<file path="config.mk">
export PLATFORM = sky130hd
export DESIGN_NAME = rss_sequencer
export DESIGN_NICKNAME = d
export VERILOG_FILES = /design/src/hdl/rss_pkg.sv /design/src/hdl/rss_timer.sv /design/src/hdl/rss_rail.sv /design/src/hdl/rss_sequencer.sv
export VERILOG_INCLUDE_DIRS = /design/src /design/src/hdl
export SDC_FILE = /design/constraint.sdc
export NUM_CORES = 1
export LEC_CHECK = 0
export BUFFER_PORTS_ARGS = -buffer_cell sky130_fd_sc_hd__buf_2
export CAP_MARGIN = 20
export CORE_ASPECT_RATIO = 1.25
export CORE_UTILIZATION = 45
export DETAILED_ROUTE_END_ITERATION = 10
export PLACE_DENSITY = 0.6
export SKIP_CTS_REPAIR_TIMING = 1
export SYNTH_ARGS = -nofsm -noshare
export SYNTH_HDL_FRONTEND = slang
export SYNTH_HIERARCHICAL = 1
export SYNTH_SLANG_ARGS = --single-unit
</file>
<file path="constraint.sdc">
create_clock -name sys_clk_i -period 5.7 [get_ports sys_clk_i]
set_input_delay 1.14 -clock sys_clk_i [delete_from_list [all_inputs] [get_ports sys_clk_i]]
set_output_delay 1.14 -clock sys_clk_i [all_outputs]
set_load 0.02 [all_outputs]
</file>
<file path="src/hdl/rss_regs.svh">
// Rail startup sequencer constants: timing, rail count, code width, reset values
`ifndef RSS_REGS_SVH
`define RSS_REGS_SVH

`define RSS_CLK_HZ        10000000
`define RSS_CYC_PER_US    (`RSS_CLK_HZ / 1000000)
`define RSS_T_R13_DLY_US  400
`define RSS_T_R7_DLY_US   32000
`define RSS_T_CHAIN_US    2000
`define RSS_T_R5_DLY_US   0
`define RSS_T_R3_DLY_US   2000
`define RSS_T_SS_LONG_US  400
`define RSS_T_SS_SHORT_US 100
`define RSS_T_RST_MS      40
`define RSS_T_LONGPB_MS   4000
`define RSS_T_RSTPULSE_US 100
`define RSS_NUM_RAILS     13
`define RSS_VCODE_W       6
`define RSS_VCODE_DEF     6'h39

`endif

</file>
<file path="src/hdl/rss_pkg.sv">
// Rail startup sequencer types
package rss_pkg;
    typedef enum logic [1:0] {RSS_OFF, RSS_DELAY, RSS_RAMP, RSS_ON} rss_rail_st_t;
    typedef enum logic [1:0] {RSS_PB_IDLE, RSS_PB_PRESS, RSS_PB_LONG} rss_pb_st_t;
endpackage : rss_pkg

</file>
<file path="src/hdl/rss_timer.sv">
// Restartable delay counter: counts while armed, restarts when arm drops
`timescale 1ns/1ps
module rss_timer #(
    parameter int W = 32
) (
    input  wire logic         sys_clk_i, // System clock
    input  wire logic         rst_i,     // Sync reset
    input  wire logic         arm_i,     // Trigger present
    input  wire logic [W-1:0] limit_i,   // Cycles to count
    output logic              done_o     // Count reached while armed
);
    logic [W-1:0] cnt;
    logic [W-1:0] next_cnt;

    // Elaboration check: a one-bit counter cannot hold a useful limit
    if (W < 2)
    begin : g_bad_width
        $error("rss_timer width too small");
    end

    // Counter restarts whenever trigger drops
    always_comb
    begin
        next_cnt = cnt;
        if (!arm_i)
            next_cnt = '0;
        else if (cnt < limit_i)
            next_cnt = cnt + W'(1);
    end

    always_ff @(posedge sys_clk_i)
    begin
        if (rst_i)
            cnt <= '0;
        else
            cnt <= next_cnt;
    end

    assign done_o = arm_i && (cnt >= limit_i);
endmodule : rss_timer

</file>
<file path="src/hdl/rss_rail.sv">
// One rail: startup delay, soft-start ramp, then in regulation
`timescale 1ns/1ps
module rss_rail #(
    parameter int DLY_CYC = 1,
    parameter int SS_CYC  = 1
) (
    input  wire logic sys_clk_i, // System clock
    input  wire logic rst_i,     // Sync reset
    input  wire logic en_i,      // Enable condition
    output logic      on_o,      // Output driver enabled
    output logic      good_o     // Soft-start complete
);
    rss_pkg::rss_rail_st_t st;
    rss_pkg::rss_rail_st_t next_st;
    logic                  dly_done;
    logic                  ss_done;

    // Elaboration check: a ramp needs at least one cycle
    if (DLY_CYC < 0 || SS_CYC < 1)
    begin : g_bad_timing
        $error("rss_rail bad timing");
    end

    rss_timer #(.W(32)) u_dly (
        .sys_clk_i (sys_clk_i),
        .rst_i     (rst_i),
        .arm_i     (en_i && st == rss_pkg::RSS_DELAY),
        .limit_i   (32'(DLY_CYC)),
        .done_o    (dly_done)
    );
    rss_timer #(.W(32)) u_ss (
        .sys_clk_i (sys_clk_i),
        .rst_i     (rst_i),
        .arm_i     (en_i && st == rss_pkg::RSS_RAMP),
        .limit_i   (32'(SS_CYC)),
        .done_o    (ss_done)
    );

    // Enable loss drops the rail from any state
    always_comb
    begin
        next_st = st;
        unique case (st)
            rss_pkg::RSS_OFF:   if (en_i) next_st = rss_pkg::RSS_DELAY;
            rss_pkg::RSS_DELAY: if (!en_i) next_st = rss_pkg::RSS_OFF;
                                else if (dly_done) next_st = rss_pkg::RSS_RAMP;
            rss_pkg::RSS_RAMP:  if (!en_i) next_st = rss_pkg::RSS_OFF;
                                else if (ss_done) next_st = rss_pkg::RSS_ON;
            rss_pkg::RSS_ON:    if (!en_i) next_st = rss_pkg::RSS_OFF;
        endcase
    end

    always_ff @(posedge sys_clk_i)
    begin
        if (rst_i)
            st <= rss_pkg::RSS_OFF;
        else
            st <= next_st;
    end

    assign on_o   = (st == rss_pkg::RSS_RAMP) || (st == rss_pkg::RSS_ON);
    assign good_o = (st == rss_pkg::RSS_ON);
endmodule : rss_rail

</file>
<file path="src/hdl/rss_sequencer.sv">
// Rail startup sequencer top: chain, rail 3 gate, faults, reset output
`timescale 1ns/1ps
`include "rss_regs.svh"
module rss_sequencer #(
    parameter int N          = `RSS_NUM_RAILS,
    parameter int VW         = `RSS_VCODE_W,
    parameter int CYC_PER_US = `RSS_CYC_PER_US,
    parameter int R13_DLY    = `RSS_T_R13_DLY_US * `RSS_CYC_PER_US,
    parameter int R7_DLY     = `RSS_T_R7_DLY_US * `RSS_CYC_PER_US,
    parameter int CHAIN_DLY  = `RSS_T_CHAIN_US * `RSS_CYC_PER_US,
    parameter int R3_DLY     = `RSS_T_R3_DLY_US * `RSS_CYC_PER_US,
    parameter int RST_DLY    = `RSS_T_RST_MS * 1000 * `RSS_CYC_PER_US,
    parameter int LONGPB_DLY = `RSS_T_LONGPB_MS * 1000 * `RSS_CYC_PER_US
) (
    input  wire logic          sys_clk_i,         // System clock 10 MHz
    input  wire logic          rst_i,             // Sync reset, active high
    input  wire logic          vin_ok_i,          // Input above UVLO
    input  wire logic          wake_input_i,      // Wake level starts chain
    input  wire logic          hold_power_in_i,   // Hold level latches chain
    input  wire logic          rail3_enable_in_i, // Rail 3 enable
    input  wire logic          pushbutton_in_n_i, // Pushbutton, active low
    input  wire logic [N-1:0]  out_low_i,         // Per rail below threshold (bit0=rail 1)
    input  wire logic [N-1:0]  host_on_i,         // Host enable per rail
    input  wire logic [N-1:0]  fault_irq_unmask_i,// Fault interrupt unmask
    input  wire logic [N-1:0]  pg_read_i,         // Host read power-good, pulse
    input  wire logic          vcode_we_i,        // Voltage code write strobe
    input  wire logic [3:0]    vcode_sel_i,       // Rail index 0..N-1
    input  wire logic [VW-1:0] vcode_wdata_i,     // New voltage code
    output logic [N-1:0]       rail_on_o,         // Rail enables
    output logic [N-1:0]       power_good_o,      // Power-good flags
    output logic [N*VW-1:0]    voltage_code_o,    // Voltage codes
    output logic               irq_out_n_o,       // Interrupt, active low
    output logic               reset_out_n_o      // Processor reset, active low
);
    localparam int SS_LONG  = `RSS_T_SS_LONG_US * CYC_PER_US;
    localparam int SS_SHORT = `RSS_T_SS_SHORT_US * CYC_PER_US;
    localparam int PULSE    = `RSS_T_RSTPULSE_US * CYC_PER_US;

    // Elaboration check: the rail map below is fixed at thirteen rails
    if (N != 13 || VW < 1 || CYC_PER_US < 1)
    begin : g_bad_param
        $error("rss_sequencer bad parameters");
    end

    ////////////////////////////////////////////////////////////////////////
    // Chain latch and pushbutton
    logic                 chain_latched;
    logic                 next_chain_latched;
    rss_pkg::rss_pb_st_t  pb_st;
    rss_pkg::rss_pb_st_t  next_pb_st;
    logic                 pb_long;
    logic                 pb_short_ev;
    logic                 g7;
    logic                 g1;
    logic                 g4;
    logic                 g2;
    logic                 g5;
    logic                 g3;
    logic                 g13;
    logic                 on7;
    logic                 on1;
    logic                 on4;
    logic                 on2;
    logic                 on5;
    logic                 on3;
    logic                 on13;
    logic                 chain_en;

    rss_timer #(.W(32)) u_pb (
        .sys_clk_i (sys_clk_i),
        .rst_i     (rst_i),
        .arm_i     (!pushbutton_in_n_i),
        .limit_i   (32'(LONGPB_DLY)),
        .done_o    (pb_long)
    );

    // Long press kills chain and clears its latch; short press fires reset pulse
    always_comb
    begin
        next_pb_st  = pb_st;
        pb_short_ev = 1'b0;
        unique case (pb_st)
            rss_pkg::RSS_PB_IDLE:  if (!pushbutton_in_n_i) next_pb_st = rss_pkg::RSS_PB_PRESS;
            rss_pkg::RSS_PB_PRESS:
                if (pb_long) next_pb_st = rss_pkg::RSS_PB_LONG;
                else if (pushbutton_in_n_i)
                begin
                    next_pb_st  = rss_pkg::RSS_PB_IDLE;
                    pb_short_ev = 1'b1;
                end
            rss_pkg::RSS_PB_LONG:  if (pushbutton_in_n_i) next_pb_st = rss_pkg::RSS_PB_IDLE;
        endcase
    end

    // Hold latches chain; shutdown on long press or hold low with wake low
    always_comb
    begin
        next_chain_latched = chain_latched;
        if (pb_st == rss_pkg::RSS_PB_LONG || (!hold_power_in_i && !wake_input_i))
            next_chain_latched = 1'b0;
        else if (hold_power_in_i && g7)
            next_chain_latched = 1'b1;
    end

    always_ff @(posedge sys_clk_i)
    begin
        if (rst_i)
        begin
            pb_st         <= rss_pkg::RSS_PB_IDLE;
            chain_latched <= 1'b0;
        end
        else
        begin
            pb_st         <= next_pb_st;
            chain_latched <= next_chain_latched;
        end
    end

    // Wake starts chain; latch keeps it after wake drops
    assign chain_en = (pb_st != rss_pkg::RSS_PB_LONG)
                      && (wake_input_i || chain_latched);

    ////////////////////////////////////////////////////////////////////////
    // Rails
    // Always-on rail follows input power alone
    rss_rail #(
        .DLY_CYC (R13_DLY),
        .SS_CYC  (SS_LONG)
    ) u_r13 (
        .sys_clk_i (sys_clk_i),
        .rst_i     (rst_i),
        .en_i      (vin_ok_i),
        .on_o      (on13),
        .good_o    (g13)
    );

    // Head of the chain: long wake delay, short ramp
    rss_rail #(
        .DLY_CYC (R7_DLY),
        .SS_CYC  (SS_SHORT)
    ) u_r7 (
        .sys_clk_i (sys_clk_i),
        .rst_i     (rst_i),
        .en_i      (chain_en),
        .on_o      (on7),
        .good_o    (g7)
    );

    // Each chained rail waits for its predecessor to be good, so a
    // predecessor that falls out takes every later rail down with it
    rss_rail #(
        .DLY_CYC (CHAIN_DLY),
        .SS_CYC  (SS_LONG)
    ) u_r1 (
        .sys_clk_i (sys_clk_i),
        .rst_i     (rst_i),
        .en_i      (chain_en && g7),
        .on_o      (on1),
        .good_o    (g1)
    );

    // Second link of the chain
    rss_rail #(
        .DLY_CYC (CHAIN_DLY),
        .SS_CYC  (SS_LONG)
    ) u_r4 (
        .sys_clk_i (sys_clk_i),
        .rst_i     (rst_i),
        .en_i      (chain_en && g1),
        .on_o      (on4),
        .good_o    (g4)
    );

    // Third link of the chain
    rss_rail #(
        .DLY_CYC (CHAIN_DLY),
        .SS_CYC  (SS_LONG)
    ) u_r2 (
        .sys_clk_i (sys_clk_i),
        .rst_i     (rst_i),
        .en_i      (chain_en && g4),
        .on_o      (on2),
        .good_o    (g2)
    );

    // Last link starts with no delay; its good flag gates the reset output
    rss_rail #(
        .DLY_CYC (0),
        .SS_CYC  (SS_SHORT)
    ) u_r5 (
        .sys_clk_i (sys_clk_i),
        .rst_i     (rst_i),
        .en_i      (chain_en && g2),
        .on_o      (on5),
        .good_o    (g5)
    );

    // Rail 3 drops at once when either input falls; it is not part of
    // the chain latch, so hold alone cannot keep it up
    rss_rail #(
        .DLY_CYC (R3_DLY),
        .SS_CYC  (SS_LONG)
    ) u_r3 (
        .sys_clk_i (sys_clk_i),
        .rst_i     (rst_i),
        .en_i      (hold_power_in_i && rail3_enable_in_i),
        .on_o      (on3),
        .good_o    (g3)
    );

    ////////////////////////////////////////////////////////////////////////
    // Enables, flags, interrupt, voltage codes, reset
    logic [N-1:0]    seq_on;
    logic [N-1:0]    seq_good;
    logic [N-1:0]    next_rail_on;
    logic [N-1:0]    next_pg;
    logic [N-1:0]    flt_pend;
    logic [N-1:0]    next_flt_pend;
    logic [N*VW-1:0] next_vcode;
    logic [31:0]     rst_cnt;
    logic [31:0]     next_rst_cnt;
    logic [31:0]     pls_cnt;
    logic [31:0]     next_pls_cnt;
    logic            next_rst_n;
    logic            sys_up;

    // Host-only rails are zero here, so 6 and 8..12 stay off until enabled
    assign seq_on   = {on13, 5'h00, on7, 1'b0, on5, on4, on3, on2, on1};
    assign seq_good = {g13, 5'h00, g7, 1'b0, g5, g4, g3, g2, g1};
    assign sys_up   = g5;

    always_comb
    begin
        next_rail_on  = seq_on | host_on_i;
        next_pg       = ~out_low_i & next_rail_on & (seq_good | host_on_i);
        next_vcode    = voltage_code_o;
        next_flt_pend = flt_pend;
        for (int i = 0; i < N; i++)
        begin
            // Clear needs recovery or off, and a read; a new fault wins
            if (pg_read_i[i] && (!rail_on_o[i] || !out_low_i[i]))
                next_flt_pend[i] = 1'b0;
            if (fault_irq_unmask_i[i] && rail_on_o[i] && power_good_o[i] && out_low_i[i])
                next_flt_pend[i] = 1'b1;
        end
        // Codes writable once system is up
        if (vcode_we_i && sys_up && vcode_sel_i < 4'(N))
            next_vcode[vcode_sel_i*VW +: VW] = vcode_wdata_i;
    end

    // Reset output: 40 ms after rail 5 good, plus pulse on short press
    always_comb
    begin
        next_rst_cnt = rst_cnt;
        next_pls_cnt = pls_cnt;
        if (!g5)
            next_rst_cnt = '0;
        else if (rst_cnt < 32'(RST_DLY))
            next_rst_cnt = rst_cnt + 32'h1;
        if (pb_short_ev)
            next_pls_cnt = 32'(PULSE);
        else if (pls_cnt != '0)
            next_pls_cnt = pls_cnt - 32'h1;
        next_rst_n = g5 && (rst_cnt >= 32'(RST_DLY)) && (pls_cnt == '0);
    end

    always_ff @(posedge sys_clk_i)
    begin
        if (rst_i)
        begin
            rail_on_o      <= '0;
            power_good_o   <= '0;
            flt_pend       <= '0;
            voltage_code_o <= {N{VW'(`RSS_VCODE_DEF)}};
            irq_out_n_o    <= 1'b1;
            reset_out_n_o  <= 1'b0;
            rst_cnt        <= '0;
            pls_cnt        <= '0;
        end
        else
        begin
            rail_on_o      <= next_rail_on;
            power_good_o   <= next_pg;
            flt_pend       <= next_flt_pend;
            voltage_code_o <= next_vcode;
            irq_out_n_o    <= ~|next_flt_pend;
            reset_out_n_o  <= next_rst_n;
            rst_cnt        <= next_rst_cnt;
            pls_cnt        <= next_pls_cnt;
        end
    end
endmodule : rss_sequencer

</file>
# Word-level counts from Yosys, hierarchy flattened
# Cells that the tools add are included.
[word_totals] regBits=680 out_inout_bits=106 wordCells=427 in_bits=70
[classes] n_reduce_logical=182 order_cmp=33 bitwise=20 n_shift=2 n_addsub=18 multipliers=1 n_eq_ne=53 muxes=85
[ops] cell="32-bit by 1-bit adder with 32-bit output, second input constant" n=16
[ops] cell="32-bit by 12-bit >= comparator with 1-bit output, second input constant" n=6
[ops] cell="32-bit by 12-bit less-than comparator with 1-bit output, second input constant" n=6
[ops] cell="32-bit by 15-bit >= comparator with 1-bit output, second input constant" n=4
[ops] cell="32-bit by 15-bit less-than comparator with 1-bit output, second input constant" n=4
[ops] cell="1-bit logical AND" n=93
[ops] cell="2-bit 2-to-1 mux" n=45
[ops] cell="78-bit bitwise mux" n=1
[ops] cell="6-bit by 34-bit variable shift with 78-bit output, first input constant" n=1
[ops] cell="6-bit by 34-bit indexed part select with 78-bit output" n=1
[ops] cell="32-bit by 10-bit >= comparator with 1-bit output, second input constant" n=2
[ops] cell="32-bit by 19-bit >= comparator with 1-bit output, second input constant" n=2
[ops] cell="32-bit by 10-bit less-than comparator with 1-bit output, second input constant" n=2
[ops] cell="32-bit by 19-bit less-than comparator with 1-bit output, second input constant" n=2
[ops] cell="2-bit one-hot mux with 4 select lines" n=7
[ops] cell="2-bit OR reduction" n=18
[ops] cell="7-bit negation with 34-bit output" n=1
[ops] cell="32-bit by 1-bit >= comparator with 1-bit output, second input constant" n=1
[ops] cell="32-bit by 26-bit >= comparator with 1-bit output, second input constant" n=1
[ops] cell="32-bit logical NOT" n=1
[ops] cell="32-bit by 1-bit less-than comparator with 1-bit output, second input constant" n=1
[ops] cell="32-bit by 26-bit less-than comparator with 1-bit output, second input constant" n=1
[ops] cell="32-bit nonzero test" n=1
[ops] cell="32-bit by 1-bit subtractor with 32-bit output, second input constant" n=1
[ops] cell="21 further kinds" n=176

# Depth between registers and ports, before layout
# Gate-level depths: netlist of run 1.
[depth] depth_word=8 mapped_depth=15 mapped_depth_nobuf=12

# Cells and area by module
# The synthesis of run 1 kept the hierarchy.
[by_module_without_submodules] module="rss_timer at u_pb ..." n_inst=14 cells_each=322 area_per_inst_um2=2521.2 seq_area_each_um2=640.6
[by_module_without_submodules] module="rss_sequencer" n_inst=1 cells_each=1024 area_per_inst_um2=8729.6 seq_area_each_um2=3723.6
[by_module_without_submodules] module="rss_timer at u_r7.u_ss" n_inst=1 cells_each=320 area_per_inst_um2=2580.0 seq_area_each_um2=640.6
[by_module_without_submodules] module="rss_rail" n_inst=7 cells_each=14 area_per_inst_um2=113.9 seq_area_each_um2=40.0

# Worst setup path before layout of run 1
# Ideal clock, no wire load.
[synth_timing] path_kind="input-to-reg" startpoint="input port vcode_sel_i[0]" endpoint="register voltage_code_o[37]" path_slack_ns=0.876 setup_ns=0.086 cell_stages=15 path_buffers=5 required_time_ns=5.614 arrival_ns=4.738 cell_sequence="clkbuf_1 buf_1 inv_1 ha_1 clkbuf_1 nor3b_1 and3_1 ha_1 buf_1 nor4b_1 o31ai_1 clkbuf_1 a311oi_1 nor2_1 a211oi_1"
[synth_via] elab_chain_len=4 elab_cells_between_ends=7 classes_between="add/sub (1); mul (1); order compare (1); shift (2); mux (1); reduce/logical (1)"
[synth_rtl] item="from (decl)" line="rss_sequencer.sv:27" source="input wire logic [3:0] vcode_sel_i,"
[synth_rtl] item="4-bit by 2-bit multiplier with 6-bit output" line="rss_sequencer.sv:248" source="next_vcode[vcode_sel_i*VW +: VW] = vcode_wdata_i;"
[synth_rtl] item="7-bit negation with 34-bit output" line="rss_sequencer.sv:248"
[synth_rtl] item="6-bit by 34-bit indexed part select with 78-bit output / 6-bit by 34-bit variable shift with 78-bit output (equally long branches)" line="rss_sequencer.sv:248"
[synth_rtl] item="78-bit bitwise mux" line="rss_sequencer.sv:248"
[synth_rtl] item="to (signal assigned)" line="rss_sequencer.sv:274" source="voltage_code_o <= {N{VW'(`RSS_VCODE_DEF)}};"
[synth_rtl] item="to (signal assigned)" line="rss_sequencer.sv:285" source="voltage_code_o <= next_vcode;"
[synth_rtl] item="to (decl)" line="rss_sequencer.sv:31" source="output logic [N*VW-1:0] voltage_code_o,"
# Parallel ways exist; a longest one is shown, timed or not.
# A chain may end at the register's enable or synchronous reset.

# Worst setup path in the final report of run 1
[layout_timing] startpoint="input port vcode_sel_i[2]" endpoint="register voltage_code_o[57]"
# The elaborated chain is that of the path after synthesis.

==> results of run 1 <==
logic make-up (layout without fill, tap and decap cells):
kind of cell	Yosys count	after routing	share of synthesized area (%)
flip-flops	680	680	28.7
other	16	482	0.127
XOR/XNOR	46	46	0.911
multiplexers	76	76	1.62
AO/OA/AOI/OAI	1518	1518	20.5
adder cells (fa/ha/maj)	509	509	13.5
buffers and inverters	908	946	8.26
AND/OR/NAND/NOR	2197	2197	26.4
sequential cells by signal, indices dropped and copies added (netlist names), 32 cells and up:
register / count
u_r7/u_ss/cnt: 32
u_r5/u_ss/cnt: 32
u_pb/cnt: 32
voltage_code_o: 78
u_r13/u_ss/cnt: 32
rst_cnt: 32
u_r4/u_dly/cnt: 32
u_r2/u_dly/cnt: 32
u_r4/u_ss/cnt: 32
u_r1/u_dly/cnt: 32
u_r3/u_dly/cnt: 32
u_r5/u_dly/cnt: 32
u_r1/u_ss/cnt: 32
u_r2/u_ss/cnt: 32
u_r7/u_dly/cnt: 32
pls_cnt: 32
u_r3/u_ss/cnt: 32
u_r13/u_dly/cnt: 32
worst max-delay path, delay by kind of cell:
family          cells  cell delay, ns
fa+ha+maj           2            0.58
simple gates        5            1.02
buf+inv             3            0.67
compound gates      4            1.42
layer usage:
layer | vias to the layer above | GRT usage (%) | routed length [um]
met1 | 20700 | 27.0 | 53400
met2 | 670 | 39.0 | 58000
met5 | - | 0 | 38
li1 | 22700 | - | -
met3 | 159 | 2.93 | 4640
met4 | 6 | 6.83 | 2570
through the flow:
stage | setup WS (ns) | utilization (%) | hold slack (ns) | instances
final | 1.35 | 51.1 | 0.460 | 7794
after global routing | 1.10 | 51.1 | 0.480 | 7793
after CTS | 1.45 | 51.1 | 0.462 | 7791
after detailed placement | 0.737 | 48.6 | 0.445 | 7654
after global placement | 0.833 | 48.6 | 0.443 | 7652
after floorplan | 0.876 | - | 0.430 | 6414
area by class of cell:
| type | instances | area [sq um] | share of cell area (%) |
|---|---|---|---|
| clock inverters | 26 | 320 | 0.602 |
| flip-flops and latches | 680 | 13600 | 25.6 |
| diodes | 2 | 5.00 | 0.00940 |
| inverters | 568 | 2130 | 4.01 |
| multi-input cells | 4826 | 31800 | 59.7 |
| clock buffers | 111 | 2300 | 4.32 |
| repair buffers | 241 | 1400 | 2.63 |
| well taps | 1340 | 1680 | 3.15 |
worst max-delay path by stage:
stage                    from                              end  slack, ns  cells after the start
5_1_grt        vcode_sel_i[2]  voltage_code_o[56]$_SDFFE_PP0P_       1.10                     14
3_3_place_gp   vcode_sel_i[2]  voltage_code_o[57]$_SDFFE_PP1P_       0.83                     14
4_1_cts        vcode_sel_i[2]  voltage_code_o[57]$_SDFFE_PP1P_       1.45                     14
6_report       vcode_sel_i[2]  voltage_code_o[57]$_SDFFE_PP1P_       1.35                     14
3_5_place_dp   vcode_sel_i[2]  voltage_code_o[56]$_SDFFE_PP0P_       0.74                     14
2_1_floorplan  vcode_sel_i[0]  voltage_code_o[37]$_SDFFE_PP0P_       0.88                     15
synth_stat cells, types with 84 or more instances:
cell type / number
clkbuf_1: 178
o31ai_1: 384
a21oi_1: 667
or4_1: 371
nand3_1: 291
and3_1: 84
nor2_1: 290
buf_2: 91
nand4_1: 249
nand2_1: 385
dfxtp_1: 680
ha_1: 508
inv_1: 567
power groups by stage:
| stage | clock network (mW) | logic [mW] | registers [mW] |
|---|---|---|---|
| 3_5_place_dp | 0 | 1.40 | 5.08 |
| 2_1_floorplan | 0 | 1.11 | 5.07 |
| 6_report | 5.26 | 1.42 | 4.98 |
| 3_3_place_gp | 0 | 1.38 | 5.08 |
| 4_1_cts | 5.46 | 1.41 | 4.98 |
| 5_1_grt | 5.61 | 1.63 | 4.99 |
==> results.json, run 1 <==
{
  "status": "completed",
  "floorplan.core_area_sq_mm": 0.104,
  "max_slew_violation_count": 0,
  "vias_in_the_first_global_route": 41100,
  "yosysUniqueCellTypes": 84,
  "min_period_ns": 4.35,
  "critical_path_peak_fanout": 19,
  "placedInstanceArea_sq_mm": 0.0506,
  "cp_slowest_cell": "o31a_1",
  "drt_first_iter_violations": 2323,
  "h-tree-depth": 3,
  "cp_cell_sequence": "buf_2 -> buf_4 -> ha_1 -> a211o_1 -> and3_1 -> or2_2 -> and3_1 -> ha_1 -> nor4b_1 -> buf_4 -> o31a_1 -> o21ai_0 -> o31ai_1 -> nand3_1",
  "synth_top_area_share_pct": 28.7,
  "finish.net_count": 6976,
  "clock_tree_from_tritoncts": "built",
  "p_comb_share_pct": 12.2,
  "relSlewSlack_pct": 34.8,
  "seq_power_share_pct": 42.7,
  "power.share.clock_pct": 45.1,
  "timing.hold.worst_path_depth": 1,
  "synth_enable_flop_cells": 0,
  "placement_rows": 132,
  "worst_path_largest_cell_delay_ns": 0.41,
  "sw_share_pct": 26.6,
  "grt_first_pass_wirelength_um": 199000,
  "die_outline_area_sq_mm": 0.107,
  "max_freq_mhz": 230,
  "dr.pass1.iters": 5,
  "hold_viol": 0,
  "power.static_leakage_nw": 20.4,
  "tritoncts_num_sinks": 680,
  "antenna_found_initial": 8,
  "critical_path.endpoint_type": "flop",
  "worst_ir_drop_vdd_mv": 0.220,
  "drc_errors": 0,
  "worst-r2r-setup-slack_ns": 2.25,
  "ys_seq_elements": 680,
  "later_pin_clock_latency_in_the_skew_report_ns": 0.66,
  "antenna_left": 0,
  "tightest_slew_ns": 0.973,
  "cts-buffers-inserted": 80,
  "drt-total-wl_um": 119000,
  "internal-power_mw": 8.56,
  "seq_area_frac_synth_pct": 28.7,
  "chipHeight_um": 365,
  "gp_congestion": 0.876,
  "detail_route.vias_per_cell": 5.67,
  "power_density_mw_per_mm2": 219,
  "fin_crit_sh_pct": 76.3,
  "syn_to_final_growth_pct": 12.3,
  "layout-drive-gt1-share_pct": 7.94,
  "tns_ns": 0,
  "floorplan.initialDensity_pct": 45.6,
  "clk_path_buf_depth": 3,
  "syn_inst": 5950,
  "most-common-layout-cells": "dfxtp_1 (680), a21oi_1 (667), inv_1 (567), ha_1 (508), conb_1 (480)",
  "portBuffers": 175,
  "rsz0062_at_grt": "false",
  "synth.yosys.warnings": 6,
  "n_fill_cell": 10200,
  "synthArstFlopShare_pct": 0,
  "critical_path_required_ns": 6.21,
  "setup_violations": 0,
  "hold_path.class": "flop to flop",
  "max_cap_violations": 0,
  "clk_transition_reported_paths_ns": 0.06,
  "grt_start_max_net_pins": 67,
  "die_w_um": 292,
  "mostFrequentLayoutCell": "dfxtp_1",
  "start_kind": "input pin",
  "hold-path-endpoint": "rst_cnt[28]$_SDFFE_PP0P_",
  "groute.usage.overall_pct": 21.8,
  "r2r-end": "pls_cnt[1]$_SDFFE_PP0P_",
  "total_power_mw": 11.7,
  "net-switching-power_mw": 3.10,
  "timing.critical_path.arrival_ns": 4.85,
  "detail_route.wl_per_cell_um": 15.2,
  "timing.hold.worst.start": "rst_cnt[28]$_SDFFE_PP0P_",
  "top_level_ports": 176,
  "global_route.overflow_total": 0,
  "setup.worst_path.class": "input pin to flop",
  "skew_ns": 0.0221,
  "vias": 44200,
  "dominantRegCellSynth": "dfxtp_1",
  "synth_area_leaders": "dfxtp_1 (29%), ha_1 (13%), a21oi_1 (7.0%)",
  "cts.root.buffer_cell": "clkbuf_16",
  "timing.reg2reg.worst_path_depth": 10,
  "syn_avg_cell_area_sq_um": 7.97,
  "layout.cell_area.non_filler_sq_mm": 0.0532,
  "dp_hpwl_um": 85000,
  "synthDominantAreaCellType": "dfxtp_1",
  "worstReg2RegStart": "u_pb/cnt[30]$_SDFFE_PP0N_",
  "syn_area_sq_mm": 0.0474
}
No activity file was read; power rests on OpenSTA's default activity.
==> run 2, diff against run 1 <==
--- a/config.mk
+++ b/config.mk
@@ -11,7 +11,7 @@
 export CORE_ASPECT_RATIO = 1.25
 export CORE_UTILIZATION = 45
 export DETAILED_ROUTE_END_ITERATION = 10
-export PLACE_DENSITY = 0.6
+export PLACE_DENSITY = 0.62
 export SKIP_CTS_REPAIR_TIMING = 1
 export SYNTH_ARGS = -nofsm -noshare
 export SYNTH_HDL_FRONTEND = slang
==> constraint.sdc (replaced) <==
create_clock -name sys_clk_i -period 3.9 [get_ports sys_clk_i]
set_input_delay 0.78 -clock sys_clk_i [delete_from_list [all_inputs] [get_ports sys_clk_i]]
set_output_delay 0.78 -clock sys_clk_i [all_outputs]
set_load 0.02 [all_outputs]
==> run 2 against run 1 <==
Against the previous run: worst hold slack got worse by 0.20 ns; clock skew fell by 0.0020 ns; register-to-register slack got worse by 1.5 ns; setup slack got worse by 0.73 ns; utilization rose by 0.62 points.
==> results.json, run 2 (same netlist as run 1, synthesis figures left out) <==
{
  "floorplan.initialDensity_pct": 45.6,
  "syn_to_final_growth_pct": 13.6,
  "detail_route.wl_per_cell_um": 15.2,
  "chipHeight_um": 365,
  "max_slew_violation_count": 0,
  "dr.pass1.iters": 5,
  "min_period_ns": 3.28,
  "largest_register_ff_count": 78,
  "drt-total-wl_um": 119000,
  "final_core_utilization_pct": 51.8,
  "skew_ns": 0.0201,
  "critical_path_required_ns": 4.44,
  "n_fill_cell": 10100,
  "grt_first_pass_wirelength_um": 200000,
  "dp_hpwl_um": 86300,
  "setup_violations": 0,
  "rsz0062_at_grt": "false",
  "post-place-ws_ns": -0.0788,
  "floorplan.core_area_sq_mm": 0.104,
  "antenna_left": 0,
  "detail_route.vias_per_cell": 5.70,
  "finish.net_count": 7021,
  "drt_first_iter_violations": 2271,
  "top_level_ports": 176,
  "fin_crit_sh_pct": 84.1,
  "hold_path.class": "input pin to flop",
  "tightest_slew_ns": 1.03,
  "grt_start_max_net_pins": 59,
  "power.static_leakage_nw": 20.7,
  "later_pin_clock_latency_in_the_skew_report_ns": 0.68,
  "timing.hold.worst_path_depth": 2,
  "portBuffers": 175,
  "worst_ir_drop_vdd_mv": 0.374,
  "max_cap_violations": 0,
  "most-common-layout-cells": "dfxtp_1 (680), a21oi_1 (667), inv_1 (567), ha_1 (508), conb_1 (480)",
  "gp_congestion": 0.895,
  "critical_path.endpoint_type": "flop",
  "vias_in_the_first_global_route": 41200,
  "clk_transition_reported_paths_ns": 0.07,
  "die_w_um": 292,
  "layout-drive-gt1-share_pct": 8.81,
  "largest-register": "voltage_code_o",
  "status": "completed",
  "finalNonFillerCells": 7845,
  "vias": 44700,
  "die_outline_area_sq_mm": 0.107,
  "critical_path_peak_fanout": 7,
  "placement_rows": 132,
  "cts.root.buffer_cell": "clkbuf_16",
  "setup.worst_path.class": "input pin to flop",
  "timing.reg2reg.worst_path_depth": 11,
  "max_freq_mhz": 305,
  "drc_errors": 0,
  "clock_tree_from_tritoncts": "built",
  "multi_input_comb_area_sq_mm": 0.0318,
  "mostFrequentLayoutCell": "dfxtp_1",
  "groute.usage.overall_pct": 21.9,
  "tritoncts_num_sinks": 680,
  "cts-buffers-inserted": 80,
  "layout_setup_ws_ns": 0.621,
  "timing.critical_path.arrival_ns": 3.82,
  "relSlewSlack_pct": 31.6,
  "layout.cell_area.non_filler_sq_mm": 0.0539,
  "hold_viol": 0,
  "final-seq-area_sq_mm": 0.0136,
  "power_density_mw_per_mm2": 327,
  "placedInstanceArea_sq_mm": 0.0510,
  "h-tree-depth": 3,
  "start_kind": "input pin",
  "placed_cells_incl_taps": 7699,
  "antenna_found_initial": 4,
  "clk_path_buf_depth": 3,
  "global_route.overflow_total": 0
}
run 2: cell count changes in the layout (fill, tap and decap cells not counted), sizes merged:
| cell | delta |
|---|---|
| buf | +45 |
| bufinv | +4 |
| clkbuf | +5 |
| clkinv | -5 |
| clkinvlp | +4 |
| diode | -1 |
| inv | -1 |
run 2: final timing paths:
| check | start | to | slack [ns] |
|---|---|---|---|
| setup / recovery | vcode_sel_i[1] | voltage_code_o[11]$_SDFFE_PP1P_ | 0.62 |
| hold / removal | out_low_i[7] | power_good_o[7]$_SDFF_PP0_ | 0.26 |
| setup reg to reg | u_pb/cnt[30]$_SDFFE_PP0N_ | pls_cnt[2]$_SDFFE_PP0P_ | 0.76 |
| hold reg to reg | rst_cnt[27]$_SDFFE_PP0P_ | rst_cnt[27]$_SDFFE_PP0P_ | 0.46 |
run 2: per-stage QoR:
step           power [mW]  hold slack [ns]  TNS [ns]
2_1_floorplan        9.04            0.430         0
3_3_place_gp         9.50            0.443   -0.0705
3_5_place_dp         9.52            0.445    -0.398
4_1_cts              17.8            0.215         0
5_1_grt              18.5            0.260         0
6_report             17.6            0.262         0
run 2: cell type report:
cell class / count / area share (%)
diodes: 1 / 0.00465
flip-flops and latches: 680 / 25.3
well taps: 1340 / 3.11
clock inverters: 28 / 0.811
clock buffers: 116 / 4.46
inverters: 568 / 3.96
multi-input cells: 4826 / 59.1
repair buffers: 286 / 3.30
run 2: routing by layer:
| metal | track usage, % | vias to the layer above | part of all wire [%] | routed length [um] |
|---|---|---|---|---|
| met3 | 2.75 | 176 | 4.0 | 4730 |
| met2 | 38.8 | 754 | 48 | 57700 |
| met1 | 27.3 | 21000 | 45 | 54100 |
| li1 | - | 22800 | - | - |
| met4 | 7.08 | 0 | 2.2 | 2620 |
| met5 | 0 | - | 0 | 0 |
run 2: worst max-delay path: stages:
cell and delay, ns:
buf_2 0.13, ha_1 0.32, a211o_1 0.31, and3_1 0.19, or2_2 0.32, and3_1 0.16, ha_1 0.23, nor4b_4 0.35
o31ai_2 0.24, buf_4 0.25, nor3_2 0.23, mux2i_1 0.23, nand2_1 0.07
run 2: power breakdown:
group	switching [mW]	internal [mW]	total [mW]
registers	0.165	7.12	7.28
logic	1.27	0.860	2.13
clock network	3.19	4.99	8.18
